[config.mk]
export PLATFORM = sky130hd
export DESIGN_NAME = tls_torque_limit_selector
export DESIGN_NICKNAME = d
export VERILOG_FILES = /design/src/design/tls_pkg.sv /design/src/design/tls_torque_limit_selector.sv /design/src/design/tls_sync2.sv
export VERILOG_INCLUDE_DIRS = /design/src /design/src/design
export SDC_FILE = /design/constraint.sdc
export NUM_CORES = 2
export LEC_CHECK = 0
export ABC_AREA = 0
export ABC_CLOCK_PERIOD_IN_PS = 20800
export BUFFER_PORTS_ARGS = -buffer_cell sky130_fd_sc_hd__buf_2
export CORE_MARGIN = 10
export CORE_UTILIZATION = 58
export CTS_BUF_LIST = sky130_fd_sc_hd__clkbuf_16
export CTS_CLUSTER_DIAMETER = 200
export DETAILED_ROUTE_END_ITERATION = 10
export PLACE_DENSITY = 0.87
export SETUP_SLACK_MARGIN = 0.02
export SLEW_MARGIN = 5
export SYNTH_ARGS = -nofsm -noshare
export SYNTH_HDL_FRONTEND = slang
export SYNTH_SLANG_ARGS = --single-unit
[constraint.sdc]
create_clock -name ref_clk -period 20.8 [get_ports ref_clk]
set_input_delay 2.08 -clock ref_clk [delete_from_list [all_inputs] [get_ports ref_clk]]
set_output_delay 2.08 -clock ref_clk [all_outputs]
set_load 0.01 [all_outputs]
[src/design/tls_defs.svh]
// constants of the torque limit selector: register map, field widths, reset values, timing
// assumes inclusion by bare name from every design file that needs it
`ifndef TLS_DEFS_SVH
`define TLS_DEFS_SVH

// ----------------------------------------
// register indices (byte address = 4 * index)
// ----------------------------------------
`define TLS_IDX_CTRL 4'h0
`define TLS_IDX_FWD_INT 4'h1
`define TLS_IDX_REV_INT 4'h2
`define TLS_IDX_FWD_EXT 4'h3
`define TLS_IDX_REV_EXT 4'h4
`define TLS_IDX_SAG_PCT 4'h5
`define TLS_IDX_SAG_REL 4'h6
`define TLS_IDX_HOLD 4'h7
`define TLS_IDX_IN_ALLOC_A 4'h8
`define TLS_IDX_IN_ALLOC_B 4'h9
`define TLS_IDX_OUT_ALLOC 4'hA
`define TLS_IDX_POS_OBJ 4'hB
`define TLS_IDX_NEG_OBJ 4'hC
`define TLS_IDX_UV_THRESH 4'hD
`define TLS_IDX_STATUS 4'hE
`define TLS_IDX_EFF_LIMIT 4'hF
`define TLS_NUM_RW 14
`define TLS_ADDR_W 8

// ----------------------------------------
// control register bits
// ----------------------------------------
`define TLS_CTRL_SERVO_ON 0
`define TLS_CTRL_SLOW_RAMP 1
`define TLS_CTRL_TRIP_CLR 2

// ----------------------------------------
// field widths, ranges and reset values
// ----------------------------------------
`define TLS_LIM_W 10
`define TLS_LIM_MAX 16'h015E
`define TLS_INT_RESET 16'h012C
`define TLS_EXT_RESET 16'h0064
`define TLS_PCT_MAX 16'h0064
`define TLS_PCT_RESET 16'h0032
`define TLS_REL_MAX 16'h03E8
`define TLS_REL_RESET 16'h0064
`define TLS_HOLD_MAX 16'h0032
`define TLS_HOLD_RESET 16'h0001
`define TLS_IN_A_RESET 16'h3210
`define TLS_IN_B_RESET 16'h0004
`define TLS_OUT_RESET 16'h0321
`define TLS_UV_RESET 16'h0200
`define TLS_VOLT_W 12
`define TLS_NUM_IN_PINS 5
`define TLS_NUM_OUT_PINS 3

// ----------------------------------------
// allocation codes
// ----------------------------------------
`define TLS_CODE_FWD_LIMIT 4'h3
`define TLS_CODE_REV_LIMIT 4'h4
`define TLS_CODE_LIMITING 4'h3

// ----------------------------------------
// timing
// ----------------------------------------
`define TLS_CLK_PERIOD_NS 10
`define TLS_MS_NS 1000000

`define TLS_RESP_OKAY 2'h0
`define TLS_RESP_SLVERR 2'h2

`endif

[src/design/tls_pkg.sv]
// types shared by the torque limit selector
// assumes nothing beyond a SystemVerilog compiler
package tls_pkg;

	// ----------------------------------------
	// voltage drop limiting phases
	// ----------------------------------------
	typedef enum logic [1:0] {
		TLS_SAG_IDLE = 2'b00,
		TLS_SAG_ACTIVE = 2'b01,
		TLS_SAG_RELEASE = 2'b10
	} tls_sag_type;

endpackage : tls_pkg

[src/design/tls_torque_limit_selector.sv]
// torque limit selector: effective forward/reverse limits, status pin, voltage drop handling
// assumes ref_clk 100 MHz, synchronous active-low reset, AXI4-Lite master, a control-cycle tick
// Notes on behaviour
// - forward and reverse internal limits cap torque, 0..350 percent, default 300
// - any limit above the motor maximum is clamped to the motor maximum
// - forward input active: forward limit is min of internal and external forward
// - forward input inactive: forward limit is the forward external setting
// - reverse input active: reverse limit is min of internal and external reverse
// - reverse input inactive: reverse limit is the reverse external setting
// - external settings 0..350 percent, default 100, effective at once
// - limit inputs come from pins chosen by the input allocation settings
// - status pin high while output torque is being limited
// - positive and negative limit objects from the fieldbus also limit torque
// - bus voltage at or below threshold raises warning and limits current
// - during voltage drop, limit is sag percent of the internal limit
// - reduced limit persists for the release time after the warning clears
// - supply interruption shorter than hold time cycles does not stop the motor
// - slow ramp option slows bus voltage decay during undervoltage
// - servo-off command removes motor power at once
// - input allocation code 3 is forward limit, code 4 is reverse limit
// - output allocation code 3 is the torque limiting status
//
// Decided for this implementation: register access over AXI4-Lite and the placing of the registers.
`timescale 1ns/100ps
`default_nettype none
`include "tls_defs.svh"

module tls_torque_limit_selector #(
	parameter int MS_CYCLES = `TLS_MS_NS / `TLS_CLK_PERIOD_NS
) (
	input wire logic ref_clk,
	input wire logic resetn,
	input wire logic [`TLS_ADDR_W-1:0] s_axi_awaddr,
	input wire logic s_axi_awvalid,
	output logic s_axi_awready,
	input wire logic [31:0] s_axi_wdata,
	input wire logic [3:0] s_axi_wstrb,
	input wire logic s_axi_wvalid,
	output logic s_axi_wready,
	output logic [1:0] s_axi_bresp,
	output logic s_axi_bvalid,
	input wire logic s_axi_bready,
	input wire logic [`TLS_ADDR_W-1:0] s_axi_araddr,
	input wire logic s_axi_arvalid,
	output logic s_axi_arready,
	output logic [31:0] s_axi_rdata,
	output logic [1:0] s_axi_rresp,
	output logic s_axi_rvalid,
	input wire logic s_axi_rready,
	input wire logic [`TLS_NUM_IN_PINS-1:0] inPins,
	output logic [`TLS_NUM_OUT_PINS-1:0] outPins,
	input wire logic controlTick,
	input wire logic [`TLS_LIM_W-1:0] motorMaxTorque,
	input wire logic signed [15:0] torqueCmd,
	input wire logic [`TLS_VOLT_W-1:0] busVoltage,
	input wire logic mainPowerLost,
	output logic signed [15:0] torqueRef,
	output logic [`TLS_LIM_W-1:0] fwdLimitEff,
	output logic [`TLS_LIM_W-1:0] revLimitEff,
	output logic undervoltageWarning,
	output logic currentLimitActive,
	output logic slowBusRamp,
	output logic motorPowerEnable
);

	// ----------------------------------------
	// helper functions
	// ----------------------------------------
	function automatic logic [15:0] resetValue(input logic [3:0] idx);
		case (idx)
			`TLS_IDX_FWD_INT, `TLS_IDX_REV_INT: resetValue = `TLS_INT_RESET;
			`TLS_IDX_FWD_EXT, `TLS_IDX_REV_EXT: resetValue = `TLS_EXT_RESET;
			`TLS_IDX_SAG_PCT: resetValue = `TLS_PCT_RESET;
			`TLS_IDX_SAG_REL: resetValue = `TLS_REL_RESET;
			`TLS_IDX_HOLD: resetValue = `TLS_HOLD_RESET;
			`TLS_IDX_IN_ALLOC_A: resetValue = `TLS_IN_A_RESET;
			`TLS_IDX_IN_ALLOC_B: resetValue = `TLS_IN_B_RESET;
			`TLS_IDX_OUT_ALLOC: resetValue = `TLS_OUT_RESET;
			`TLS_IDX_POS_OBJ, `TLS_IDX_NEG_OBJ: resetValue = `TLS_LIM_MAX;
			`TLS_IDX_UV_THRESH: resetValue = `TLS_UV_RESET;
			default: resetValue = 16'h0000;
		endcase
	endfunction : resetValue

	// saturates a written value to the field's range; control, allocation B, output allocation and threshold are masked instead
	function automatic logic [15:0] fieldMax(input logic [3:0] idx);
		case (idx)
			`TLS_IDX_CTRL: fieldMax = 16'h0003;
			`TLS_IDX_FWD_INT, `TLS_IDX_REV_INT, `TLS_IDX_FWD_EXT, `TLS_IDX_REV_EXT,
			`TLS_IDX_POS_OBJ, `TLS_IDX_NEG_OBJ: fieldMax = `TLS_LIM_MAX;
			`TLS_IDX_SAG_PCT: fieldMax = `TLS_PCT_MAX;
			`TLS_IDX_SAG_REL: fieldMax = `TLS_REL_MAX;
			`TLS_IDX_HOLD: fieldMax = `TLS_HOLD_MAX;
			`TLS_IDX_IN_ALLOC_B: fieldMax = 16'h000F;
			`TLS_IDX_OUT_ALLOC: fieldMax = 16'h0FFF;
			`TLS_IDX_UV_THRESH: fieldMax = 16'h0FFF;
			default: fieldMax = 16'hFFFF;
		endcase
	endfunction : fieldMax

	function automatic logic [15:0] fitField(input logic [3:0] idx, input logic [15:0] value);
		logic [15:0] lim;
		lim = fieldMax(idx);
		if (idx == `TLS_IDX_CTRL || idx == `TLS_IDX_IN_ALLOC_B || idx == `TLS_IDX_OUT_ALLOC ||
			idx == `TLS_IDX_UV_THRESH) begin
			fitField = value & lim;
		end else begin
			fitField = (value > lim) ? lim : value;
		end
	endfunction : fitField

	// true when a pin is high whose nibble of the allocation word holds the code
	function automatic logic pinMatch(input logic [19:0] alloc, input logic [4:0] pins,
		input logic [3:0] code);
		pinMatch = 1'b0;
		for (int i = 0; i < `TLS_NUM_IN_PINS; i++) begin
			if (alloc[4*i +: 4] == code && pins[i]) begin
				pinMatch = 1'b1;
			end
		end
	endfunction : pinMatch

	function automatic logic [`TLS_LIM_W-1:0] minLim(input logic [`TLS_LIM_W-1:0] a,
		input logic [`TLS_LIM_W-1:0] b);
		minLim = (a < b) ? a : b;
	endfunction : minLim

	// ----------------------------------------
	// pin synchronisers
	// ----------------------------------------
	logic [`TLS_NUM_IN_PINS-1:0] pinSync;

	tls_sync2 #(.WIDTH(`TLS_NUM_IN_PINS)) uSync (
		.ref_clk(ref_clk),
		.resetn(resetn),
		.asyncIn(inPins),
		.syncOut(pinSync)
	);

	// ----------------------------------------
	// AXI4-Lite slave and register file
	// ----------------------------------------
	logic [15:0] cfg_reg [`TLS_NUM_RW];
	logic [15:0] cfg_next [`TLS_NUM_RW];
	logic awHeld_reg, awHeld_next, wHeld_reg, wHeld_next;
	logic [3:0] awIdx_reg, awIdx_next;
	logic awMapped_reg, awMapped_next;
	logic [15:0] wData_reg, wData_next;
	logic [1:0] wStrb_reg, wStrb_next;
	logic bValid_reg, bValid_next, rValid_reg, rValid_next;
	logic [1:0] bResp_reg, bResp_next, rResp_reg, rResp_next;
	logic [31:0] rData_reg, rData_next;
	logic wrFire, tripClr;
	logic [15:0] merged;
	logic [31:0] statusWord, effWord;

	assign s_axi_awready = !awHeld_reg;
	assign s_axi_wready = !wHeld_reg;
	assign s_axi_bvalid = bValid_reg;
	assign s_axi_bresp = bResp_reg;
	assign s_axi_arready = !rValid_reg;
	assign s_axi_rvalid = rValid_reg;
	assign s_axi_rresp = rResp_reg;
	assign s_axi_rdata = rData_reg;
	assign wrFire = awHeld_reg && wHeld_reg && !bValid_reg;
	assign merged = {wStrb_reg[1] ? wData_reg[15:8] : cfg_reg[awIdx_reg][15:8],
		wStrb_reg[0] ? wData_reg[7:0] : cfg_reg[awIdx_reg][7:0]};
	assign tripClr = wrFire && awIdx_reg == `TLS_IDX_CTRL && wStrb_reg[0] && wData_reg[`TLS_CTRL_TRIP_CLR];

	always_comb begin
		awHeld_next = awHeld_reg;
		awIdx_next = awIdx_reg;
		awMapped_next = awMapped_reg;
		wHeld_next = wHeld_reg;
		wData_next = wData_reg;
		wStrb_next = wStrb_reg;
		bValid_next = bValid_reg;
		bResp_next = bResp_reg;
		rValid_next = rValid_reg;
		rResp_next = rResp_reg;
		rData_next = rData_reg;
		for (int i = 0; i < `TLS_NUM_RW; i++) begin
			cfg_next[i] = cfg_reg[i];
		end
		if (s_axi_awvalid && !awHeld_reg) begin
			awHeld_next = 1'b1;
			awIdx_next = s_axi_awaddr[5:2];
			awMapped_next = s_axi_awaddr[7:6] == 2'h0 && s_axi_awaddr[5:2] < 4'(`TLS_NUM_RW);
		end
		if (s_axi_wvalid && !wHeld_reg) begin
			wHeld_next = 1'b1;
			wData_next = s_axi_wdata[15:0];
			wStrb_next = s_axi_wstrb[1:0];
		end
		if (wrFire) begin
			awHeld_next = 1'b0;
			wHeld_next = 1'b0;
			bValid_next = 1'b1;
			bResp_next = awMapped_reg ? `TLS_RESP_OKAY : `TLS_RESP_SLVERR;
			if (awMapped_reg) begin
				cfg_next[awIdx_reg] = fitField(awIdx_reg, merged);
			end
		end
		if (bValid_reg && s_axi_bready) begin
			bValid_next = 1'b0;
		end
		if (s_axi_arvalid && !rValid_reg) begin
			rValid_next = 1'b1;
			rResp_next = (s_axi_araddr[7:6] == 2'h0) ? `TLS_RESP_OKAY : `TLS_RESP_SLVERR;
			case (s_axi_araddr[5:2])
				`TLS_IDX_STATUS: rData_next = statusWord;
				`TLS_IDX_EFF_LIMIT: rData_next = effWord;
				default: rData_next = {16'h0000, cfg_reg[s_axi_araddr[5:2]]};
			endcase
			if (s_axi_araddr[7:6] != 2'h0) begin
				rData_next = 32'h0000_0000;
			end
		end else if (rValid_reg && s_axi_rready) begin
			rValid_next = 1'b0;
		end
	end

	always_ff @(posedge ref_clk) begin
		if (!resetn) begin
			awHeld_reg <= 1'b0;
			awIdx_reg <= 4'h0;
			awMapped_reg <= 1'b0;
			wHeld_reg <= 1'b0;
			wData_reg <= 16'h0000;
			wStrb_reg <= 2'h0;
			bValid_reg <= 1'b0;
			bResp_reg <= `TLS_RESP_OKAY;
			rValid_reg <= 1'b0;
			rResp_reg <= `TLS_RESP_OKAY;
			rData_reg <= 32'h0000_0000;
			for (int i = 0; i < `TLS_NUM_RW; i++) begin
				cfg_reg[i] <= resetValue(4'(i));
			end
		end else begin
			awHeld_reg <= awHeld_next;
			awIdx_reg <= awIdx_next;
			awMapped_reg <= awMapped_next;
			wHeld_reg <= wHeld_next;
			wData_reg <= wData_next;
			wStrb_reg <= wStrb_next;
			bValid_reg <= bValid_next;
			bResp_reg <= bResp_next;
			rValid_reg <= rValid_next;
			rResp_reg <= rResp_next;
			rData_reg <= rData_next;
			for (int i = 0; i < `TLS_NUM_RW; i++) begin
				cfg_reg[i] <= cfg_next[i];
			end
		end
	end

	// ----------------------------------------
	// voltage drop handling
	// ----------------------------------------
	tls_pkg::tls_sag_type sag_reg, sag_next;
	logic [31:0] msCnt_reg, msCnt_next;
	logic [9:0] relCnt_reg, relCnt_next;
	logic [5:0] holdCnt_reg, holdCnt_next;
	logic trip_reg, trip_next;
	logic uvNow, sagLimiting;

	assign uvNow = busVoltage <= cfg_reg[`TLS_IDX_UV_THRESH][`TLS_VOLT_W-1:0];
	assign sagLimiting = sag_reg != tls_pkg::TLS_SAG_IDLE;

	always_comb begin
		sag_next = sag_reg;
		msCnt_next = msCnt_reg;
		relCnt_next = relCnt_reg;
		holdCnt_next = holdCnt_reg;
		trip_next = trip_reg;
		case (sag_reg)
			tls_pkg::TLS_SAG_IDLE: begin
				if (uvNow) begin
					sag_next = tls_pkg::TLS_SAG_ACTIVE;
				end
			end
			tls_pkg::TLS_SAG_ACTIVE: begin
				if (!uvNow) begin
					relCnt_next = cfg_reg[`TLS_IDX_SAG_REL][9:0];
					msCnt_next = 32'h0000_0000;
					sag_next = (cfg_reg[`TLS_IDX_SAG_REL] == 16'h0000) ? tls_pkg::TLS_SAG_IDLE :
						tls_pkg::TLS_SAG_RELEASE;
				end
			end
			tls_pkg::TLS_SAG_RELEASE: begin
				if (uvNow) begin
					sag_next = tls_pkg::TLS_SAG_ACTIVE;
				end else if (msCnt_reg == 32'(MS_CYCLES - 1)) begin
					msCnt_next = 32'h0000_0000;
					relCnt_next = relCnt_reg - 10'h001;
					if (relCnt_reg == 10'h001) begin
						sag_next = tls_pkg::TLS_SAG_IDLE;
					end
				end else begin
					msCnt_next = msCnt_reg + 32'h0000_0001;
				end
			end
			default: sag_next = tls_pkg::TLS_SAG_IDLE;
		endcase
		// interruption counted in control cycles; trip only past the hold time
		if (!mainPowerLost) begin
			holdCnt_next = 6'h00;
		end else if (controlTick && holdCnt_reg != 6'h3F) begin
			holdCnt_next = holdCnt_reg + 6'h01;
		end
		if (tripClr) begin
			trip_next = 1'b0;
		end
		if (mainPowerLost && holdCnt_reg > cfg_reg[`TLS_IDX_HOLD][5:0]) begin
			trip_next = 1'b1;
		end
	end

	always_ff @(posedge ref_clk) begin
		if (!resetn) begin
			sag_reg <= tls_pkg::TLS_SAG_IDLE;
			msCnt_reg <= 32'h0000_0000;
			relCnt_reg <= 10'h000;
			holdCnt_reg <= 6'h00;
			trip_reg <= 1'b0;
		end else begin
			sag_reg <= sag_next;
			msCnt_reg <= msCnt_next;
			relCnt_reg <= relCnt_next;
			holdCnt_reg <= holdCnt_next;
			trip_reg <= trip_next;
		end
	end

	// ----------------------------------------
	// effective limit selection
	// ----------------------------------------
	logic fwdPin, revPin;
	logic [`TLS_LIM_W-1:0] fwdInt, revInt, fwdExt, revExt, fwdCand, revCand;
	logic [`TLS_LIM_W-1:0] fwdSag, revSag;
	logic [`TLS_LIM_W-1:0] fwdEff_reg, fwdEff_next, revEff_reg, revEff_next;
	logic [15:0] fwdSagWide, revSagWide;
	logic limiting;
	logic signed [15:0] torqueRef_reg, torqueRef_next;
	logic limiting_reg, limiting_next;
	logic [`TLS_NUM_OUT_PINS-1:0] outPins_reg, outPins_next;
	logic signed [15:0] fwdS, revS;

	assign fwdPin = pinMatch({cfg_reg[`TLS_IDX_IN_ALLOC_B][3:0], cfg_reg[`TLS_IDX_IN_ALLOC_A]}, pinSync,
		`TLS_CODE_FWD_LIMIT);
	assign revPin = pinMatch({cfg_reg[`TLS_IDX_IN_ALLOC_B][3:0], cfg_reg[`TLS_IDX_IN_ALLOC_A]}, pinSync,
		`TLS_CODE_REV_LIMIT);
	assign fwdInt = cfg_reg[`TLS_IDX_FWD_INT][`TLS_LIM_W-1:0];
	assign revInt = cfg_reg[`TLS_IDX_REV_INT][`TLS_LIM_W-1:0];
	assign fwdExt = cfg_reg[`TLS_IDX_FWD_EXT][`TLS_LIM_W-1:0];
	assign revExt = cfg_reg[`TLS_IDX_REV_EXT][`TLS_LIM_W-1:0];
	assign fwdSagWide = 16'((32'(fwdInt) * 32'(cfg_reg[`TLS_IDX_SAG_PCT])) / 32'd100);
	assign revSagWide = 16'((32'(revInt) * 32'(cfg_reg[`TLS_IDX_SAG_PCT])) / 32'd100);
	assign fwdSag = fwdSagWide[`TLS_LIM_W-1:0];
	assign revSag = revSagWide[`TLS_LIM_W-1:0];
	assign fwdS = 16'(fwdEff_reg);
	assign revS = 16'(revEff_reg);

	always_comb begin
		fwdCand = fwdPin ? minLim(fwdInt, fwdExt) : fwdExt;
		revCand = revPin ? minLim(revInt, revExt) : revExt;
		fwdCand = minLim(fwdCand, cfg_reg[`TLS_IDX_POS_OBJ][`TLS_LIM_W-1:0]);
		revCand = minLim(revCand, cfg_reg[`TLS_IDX_NEG_OBJ][`TLS_LIM_W-1:0]);
		if (sagLimiting) begin
			fwdCand = minLim(fwdCand, fwdSag);
			revCand = minLim(revCand, revSag);
		end
		fwdCand = minLim(fwdCand, motorMaxTorque);
		revCand = minLim(revCand, motorMaxTorque);
		fwdEff_next = controlTick ? fwdCand : fwdEff_reg;
		revEff_next = controlTick ? revCand : revEff_reg;
		limiting = (torqueCmd > fwdS) || (torqueCmd < -revS);
		torqueRef_next = torqueCmd > fwdS ? fwdS : (torqueCmd < -revS ? -revS : torqueCmd);
		if (!motorPowerEnable) begin
			torqueRef_next = 16'sh0000;
			limiting = 1'b0;
		end
		limiting_next = limiting;
		for (int k = 0; k < `TLS_NUM_OUT_PINS; k++) begin
			outPins_next[k] = limiting_reg && cfg_reg[`TLS_IDX_OUT_ALLOC][4*k +: 4] == `TLS_CODE_LIMITING;
		end
	end

	always_ff @(posedge ref_clk) begin
		if (!resetn) begin
			fwdEff_reg <= `TLS_LIM_W'(`TLS_INT_RESET);
			revEff_reg <= `TLS_LIM_W'(`TLS_INT_RESET);
			torqueRef_reg <= 16'sh0000;
			limiting_reg <= 1'b0;
			outPins_reg <= '0;
		end else begin
			fwdEff_reg <= fwdEff_next;
			revEff_reg <= revEff_next;
			torqueRef_reg <= torqueRef_next;
			limiting_reg <= limiting_next;
			outPins_reg <= outPins_next;
		end
	end

	// ----------------------------------------
	// outputs
	// ----------------------------------------
	assign fwdLimitEff = fwdEff_reg;
	assign revLimitEff = revEff_reg;
	assign torqueRef = torqueRef_reg;
	assign outPins = outPins_reg;
	assign undervoltageWarning = sag_reg == tls_pkg::TLS_SAG_ACTIVE;
	assign currentLimitActive = sag_reg == tls_pkg::TLS_SAG_ACTIVE;
	assign slowBusRamp = cfg_reg[`TLS_IDX_CTRL][`TLS_CTRL_SLOW_RAMP] && sag_reg == tls_pkg::TLS_SAG_ACTIVE;
	assign motorPowerEnable = cfg_reg[`TLS_IDX_CTRL][`TLS_CTRL_SERVO_ON] && !trip_reg;
	assign statusWord = {24'h000000, sag_reg, trip_reg, limiting_reg, revPin, fwdPin,
		sag_reg == tls_pkg::TLS_SAG_ACTIVE, motorPowerEnable};
	assign effWord = {6'h00, revEff_reg, 6'h00, fwdEff_reg};

endmodule : tls_torque_limit_selector

`default_nettype wire

[src/design/tls_sync2.sv]
// two flip-flop synchroniser for a group of pin levels
// assumes pins are asynchronous to ref_clk
`timescale 1ns/100ps
`default_nettype none

module tls_sync2 #(
	parameter int WIDTH = 1
) (
	input wire logic ref_clk,
	input wire logic resetn,
	input wire logic [WIDTH-1:0] asyncIn,
	output logic [WIDTH-1:0] syncOut
);

	genvar g;
	generate
		for (g = 0; g < WIDTH; g++) begin : gBit
			logic stage1_reg;
			logic stage2_reg;
			always_ff @(posedge ref_clk) begin
				if (!resetn) begin
					stage1_reg <= 1'b0;
					stage2_reg <= 1'b0;
				end else begin
					stage1_reg <= asyncIn[g];
					stage2_reg <= stage1_reg;
				end
			end
			assign syncOut[g] = stage2_reg;
		end
	endgenerate

endmodule : tls_sync2

`default_nettype wire

; Yosys cells after proc, flatten, opt, wreduce, memory -nomap -nowiden
; Memories as Yosys holds them, arrays and structs flattened. A register that Yosys moved wholly into a read port is not among the register bits.
; Index checks and enable logic that the tools add are counted.
[classes]
eq_ne = 29
magnitude_cmp = 16
n_mux = 90
div_mod_pow = 2
add_sub_neg = 4
n_reduce_logical = 56
n_bitwise = 18
multipliers = 2
[ops]
columns = cell, n
row1 = two-way mux 16 bit, 32
row2 = two-way mux 224 bit, 2
row3 = bitwise mux 224 bit, 1
row4 = two-way mux 10 bit, 16
row5 = two-way mux 32 bit, 4
row6 = < comparator 10 bit, 8
row7 = demux 16 bit (select 4 bit), 1
row8 = "divider 26 x 7 -> 32 bit, second input constant", 2
row9 = one-hot mux 32 bit (2 select lines), 1
row10 = multiplier 10 x 16 -> 26 bit, 2
row11 = one-hot mux 26 bit (2 select lines), 1
row12 = "adder 32 x 1 -> 32 bit, second input constant", 1
row13 = "== test 32 x 17 -> 1 bit, second input constant", 1
row14 = "== test 4 x 2 -> 1 bit, second input constant", 8
row15 = logical AND 1 bit, 29
row16 = "== test 4 x 3 -> 1 bit, second input constant", 5
row17 = "== test 4 bit, second input constant", 5
row18 = one-hot mux 10 bit (2 select lines), 1
row19 = bitwise AND 16 bit, 1
row20 = greater-than comparator 16 x 11 -> 1 bit, 1
row21 = greater-than comparator 16 bit, 1
row22 = logical NOT 16 bit, 1
row23 = < comparator 16 bit, 1
row24 = two-way mux 1 bit, 16
row25 = 31 further kinds, 76
[totals]
output_inout_bits = 84
mem_count = 2
ramBits = 224
rom_bits = 256
ff_bits = 164
elab_cells = 251
[mem_list]
columns = name, depth, width, read_ports, rd_ports_with_merged_regs, write_ports, line
row1 = (name not given), 16, 16, 1, 1, 0, tls_torque_limit_selector.sv:87  ; case (idx)
row2 = cfg_reg, 14, 16, 16, 1, 14, tls_torque_limit_selector.sv:143  ; logic [15:0] cfg_reg [`TLS_NUM_RW];

; Logic depth before layout (Yosys ltp)
; An unclocked memory read counts as a cell.
[logic_depth]
ltp_word = 16
mapped_depth = 97
depth_no_buf = 87

; Modules after synthesis
; Synthesis repeated with hierarchy kept, for this count alone.
[unflattened]
hier_cells = 5161
hier_area_um2 = 42405.7
[modules_own_cells]
columns = mod, cells_per_inst, area_per_inst_um2, n_inst, seq_area_each_um2
row1 = tls_torque_limit_selector, 5136, 42105.4, 1, 7707.4
row2 = tls_sync2, 25, 300.3, 1, 200.2

; Worst setup path before layout
; OpenSTA, ideal clock, no wires.
[synth_path]
path_kind = register to register
from = mem cfg_reg[1][3]
to = reg fwdEff_reg[8], in the netlist fwdLimitEff[8]
setup_ps = 126
period_less_slack_ps = 19273
path_stages_with_launch = 87
arrival_ps = 19147
required_ps = 20674
path_buffers = 9
path_slack_ps = 1527
path_cell_list = dfxtp_1 > clkbuf_1 > clkbuf_1 > nand2_1 > fa_1 > inv_1 > fa_1 > fa_1 > fa_1 > inv_1 > fa_1 > inv_1 > ha_1 > buf_6 > and4_1 > and3_1 > and4b_1 > nor4_2 > (+51 left out) > o21ai_0 > a21oi_1 > nand2b_1 > buf_2 > buf_2 > nand2_1 > o21ai_0 > ha_1 > a21o_1 > a21o_1 > a21oi_1 > nor2_1 > a211oi_1 > and2_4 > buf_6 > nor2_1 > a21oi_1 > o21ai_1
[synth_rtl]
columns = element, line
row1 = "start, declared", tls_torque_limit_selector.sv:143
row2 = "end signal, assigned", tls_torque_limit_selector.sv:391  ; fwdEff_reg <= `TLS_LIM_W'(`TLS_INT_RESET);
row3 = "end signal, assigned", tls_torque_limit_selector.sv:397  ; fwdEff_reg <= fwdEff_next;
row4 = "end, declared", tls_torque_limit_selector.sv:341  ; logic [`TLS_LIM_W-1:0] fwdEff_reg, fwdEff_next, revEff_reg, revEff_next;

==> results_dict.tcl <==
set metrics [dict create \
    fin_crit_ns 20.07 \
    worstMarginPinSlew_ns 1.39 \
    wirelength_um 135000 \
    gp_congestion 0.957 \
    nets 6000 \
    dp_hpwl_um 97800 \
    fp.dieArea_mm2 0.0864 \
    cpPeakStageDelay_ns 0.61 \
    postSynthAreaPerCell_um2 8.39 \
    whs_ns 0.438 \
    crit_path_frequent_cell "buf_4" \
    drtIter0Drc 4781 \
    wl_per_cell_um 21.1 \
    largest_reg_flops 224 \
    placementRows 100 \
    syn_inst 5187 \
    post-route-util_pct 66.2 \
    worst_ep_arrival_time_ns 20.50 \
    grt_pass1_vias 40400 \
    cts_root_buf "clkbuf_16" \
    cts_buffers 38 \
    final_cell_area_mm2 0.0493 \
    synth_edf_count 0 \
    end_kind "flop" \
    layout_commonest_cell "nand2_1" \
    synthFlopType "dfxtp_1" \
    relSlewSlack_pct 6.94 \
    seq_area_mm2 0.00798 \
    hold_buffers 0 \
    powerDensity_mw_per_mm2 38.0 \
    reg2reg_depth 85 \
    drive_gt1_share_pct 19.9 \
    worst-path-stages 85 \
    finalSetupViolCount 0 \
    worstSetupPathType "flop to flop" \
    path_delay_family "compound AO/OA/AOI/OAI gates" \
    ant_nets 0 \
    gr-total-overflow 0 \
    ir_drop_v 0.0000561 \
    drc 0 \
    fmax_mhz 49.8 \
    die_y_um 294 \
    viasPerCell 6.62 \
    path_buf_inv 15 \
    worstSkewPairLatency_ns 0.56 \
    grt_use_total_pct 29.3 \
    hold_path.class "flop to flop" \
    max_cap_viol_count 0 \
    drt_pre_antenna_iters 7 \
    multiInputGateArea_mm2 0.0341 \
    die_w_um 294 \
    yosysSeqAreaShare_pct 18.2 \
    clock-sinks 395 \
    clk_path_buf_depth 3 \
    status "finished clean" \
    ys_warn_count 0 \
    initial_utilization_pct 58.5 \
    holdPathStages 1 \
    cts_tree "built" \
    fill_cells 5478 \
    core_mm2 0.0744 \
    portBuffers 157 \
    syn_to_final_growth_pct 13.3 \
    htreeDepth 2 \
    antenna_found_initial 2 \
    critPathRequiredTime_ns 21.23 \
    syn_area_mm2 0.0435 \
    cpMaxStageDelayCell "fa_1" \
    grt_start_max_net_pins 142 \
    cp-start-kind "flop" \
    clkTransAtPathRegs_ns 0.08 \
    io_pins 188 \
    async_flop_share_pct 0 \
    setup_slack_ns 0.728 \
    cp_max_fo 13 \
    grt_pass1_wl_um 211000 \
    dp_slack_ns -0.0324 \
    fin_worst_skew_ns 0.0210 \
    ys_ff_latch 395 \
    dr_total_vias 42400 \
    layout_worst_path_cycle_share_pct 96.5 \
    layout_common_cells "nand2_1, dfxtp_1, inv_1" \
    dpl-instance-area_mm2 0.0465 \
    hold_viol_final 0 \
    slew_viol_final 0 \
    p_leak_nw 23.5 \
    synth_cell_types 145 \
]
## worst reg2reg max path, delay by kind of cell, from the launching register on
family,cells,cell delay [ns]
DFF,1,0.43
muxes,1,0.23
and+or+nand+nor,21,4.63
buffers and inverters,15,1.85
adders and majority gates,8,3.49
xor gates and xnor gates,2,0.33
AOI/OAI and AO/OA,38,9.03
## cells in the mapped netlist, drive strengths merged, types with 119 or more instances
cell type,instances,area [um^2]
nand2,703,2640
dfxtp,395,7910
inv,351,1320
nor2,301,1130
ha,279,3490
o21ai,277,1450
a21oi,269,1440
clkbuf,262,983
fa,220,4400
and2,217,1360
o211a,198,1980
mux4,119,2680
## power breakdown
part / switching [mW] / leakage [nW] / internal [mW] / total [mW]
clock: 0.318 / 0.646 / 0.418 / 0.737
sequential: 0.0162 / 3.21 / 0.766 / 0.782
combinational: 0.221 / 19.6 / 0.132 / 0.352
total: 0.555 / 23.5 / 1.32 / 1.87
## per-layer routing
layer  vias to the layer above  global-route usage (%)  share of wire (%)
met5                         -                       0                  0
met4                         0                    15.8                5.9
met3                       568                    6.84                 10
met2                      2416                    47.5                 47
met1                     20300                    35.6                 37
li1                      19100                       -                  -
## repair_timing
action / CTS / global route
gates resized for setup: 9 / 236
endpoints found under the setup margin: 15 / 20
gates cloned: 0 / 2
pin swaps: 0 / 51
setup buffers: 0 / 50
## worst paths after layout
check             slack (ns)                           startpoint                             endpoint
hold reg to reg         0.44  uSync.gBit[4].stage1_reg$_SDFF_PN0_  uSync.gBit[4].stage2_reg$_SDFF_PN0_
setup / recovery        0.73           cfg_reg[5][9]$_SDFFE_PN0P_          fwdLimitEff[7]$_SDFFE_PN0P_
hold / removal          0.44  uSync.gBit[4].stage1_reg$_SDFF_PN0_  uSync.gBit[4].stage2_reg$_SDFF_PN0_
setup reg to reg        0.73           cfg_reg[5][9]$_SDFFE_PN0P_          fwdLimitEff[7]$_SDFFE_PN0P_
## area by class of cell
| type | count | share of cell area, % |
|---|---|---|
| Clock buffer | 39 | 1.98 |
| Timing Repair Buffer | 498 | 6.89 |
| Antenna cell | 4 | 0.0203 |
| Sequential cell | 395 | 16.2 |
| Inverter | 351 | 2.68 |
| Tap cell | 969 | 2.46 |
| Clock inverter | 30 | 0.624 |
| Multi-Input combinational cell | 4113 | 69.2 |
## per-stage QoR
step                power [mW]  setup TNS, ns  instances
floorplan                 1.02              0       5194
global placement          1.12              0       6274
detailed placement        1.13        -0.0345       6274
CTS                       1.85              0       6343
global route              1.92          -2.89       6396
finish                    1.87              0       6399
## logic make-up after synthesis
kind of cell    share of synthesized area, %
xor+xnor                                3.37
buf+inv                                 6.29
mux                                     9.49
other cells                          0.00861
simple gates                            19.6
fa+ha+maj                               18.5
compound gates                          24.6
flops                                   18.2
No activity file was read; power rests on OpenSTA's default activity.
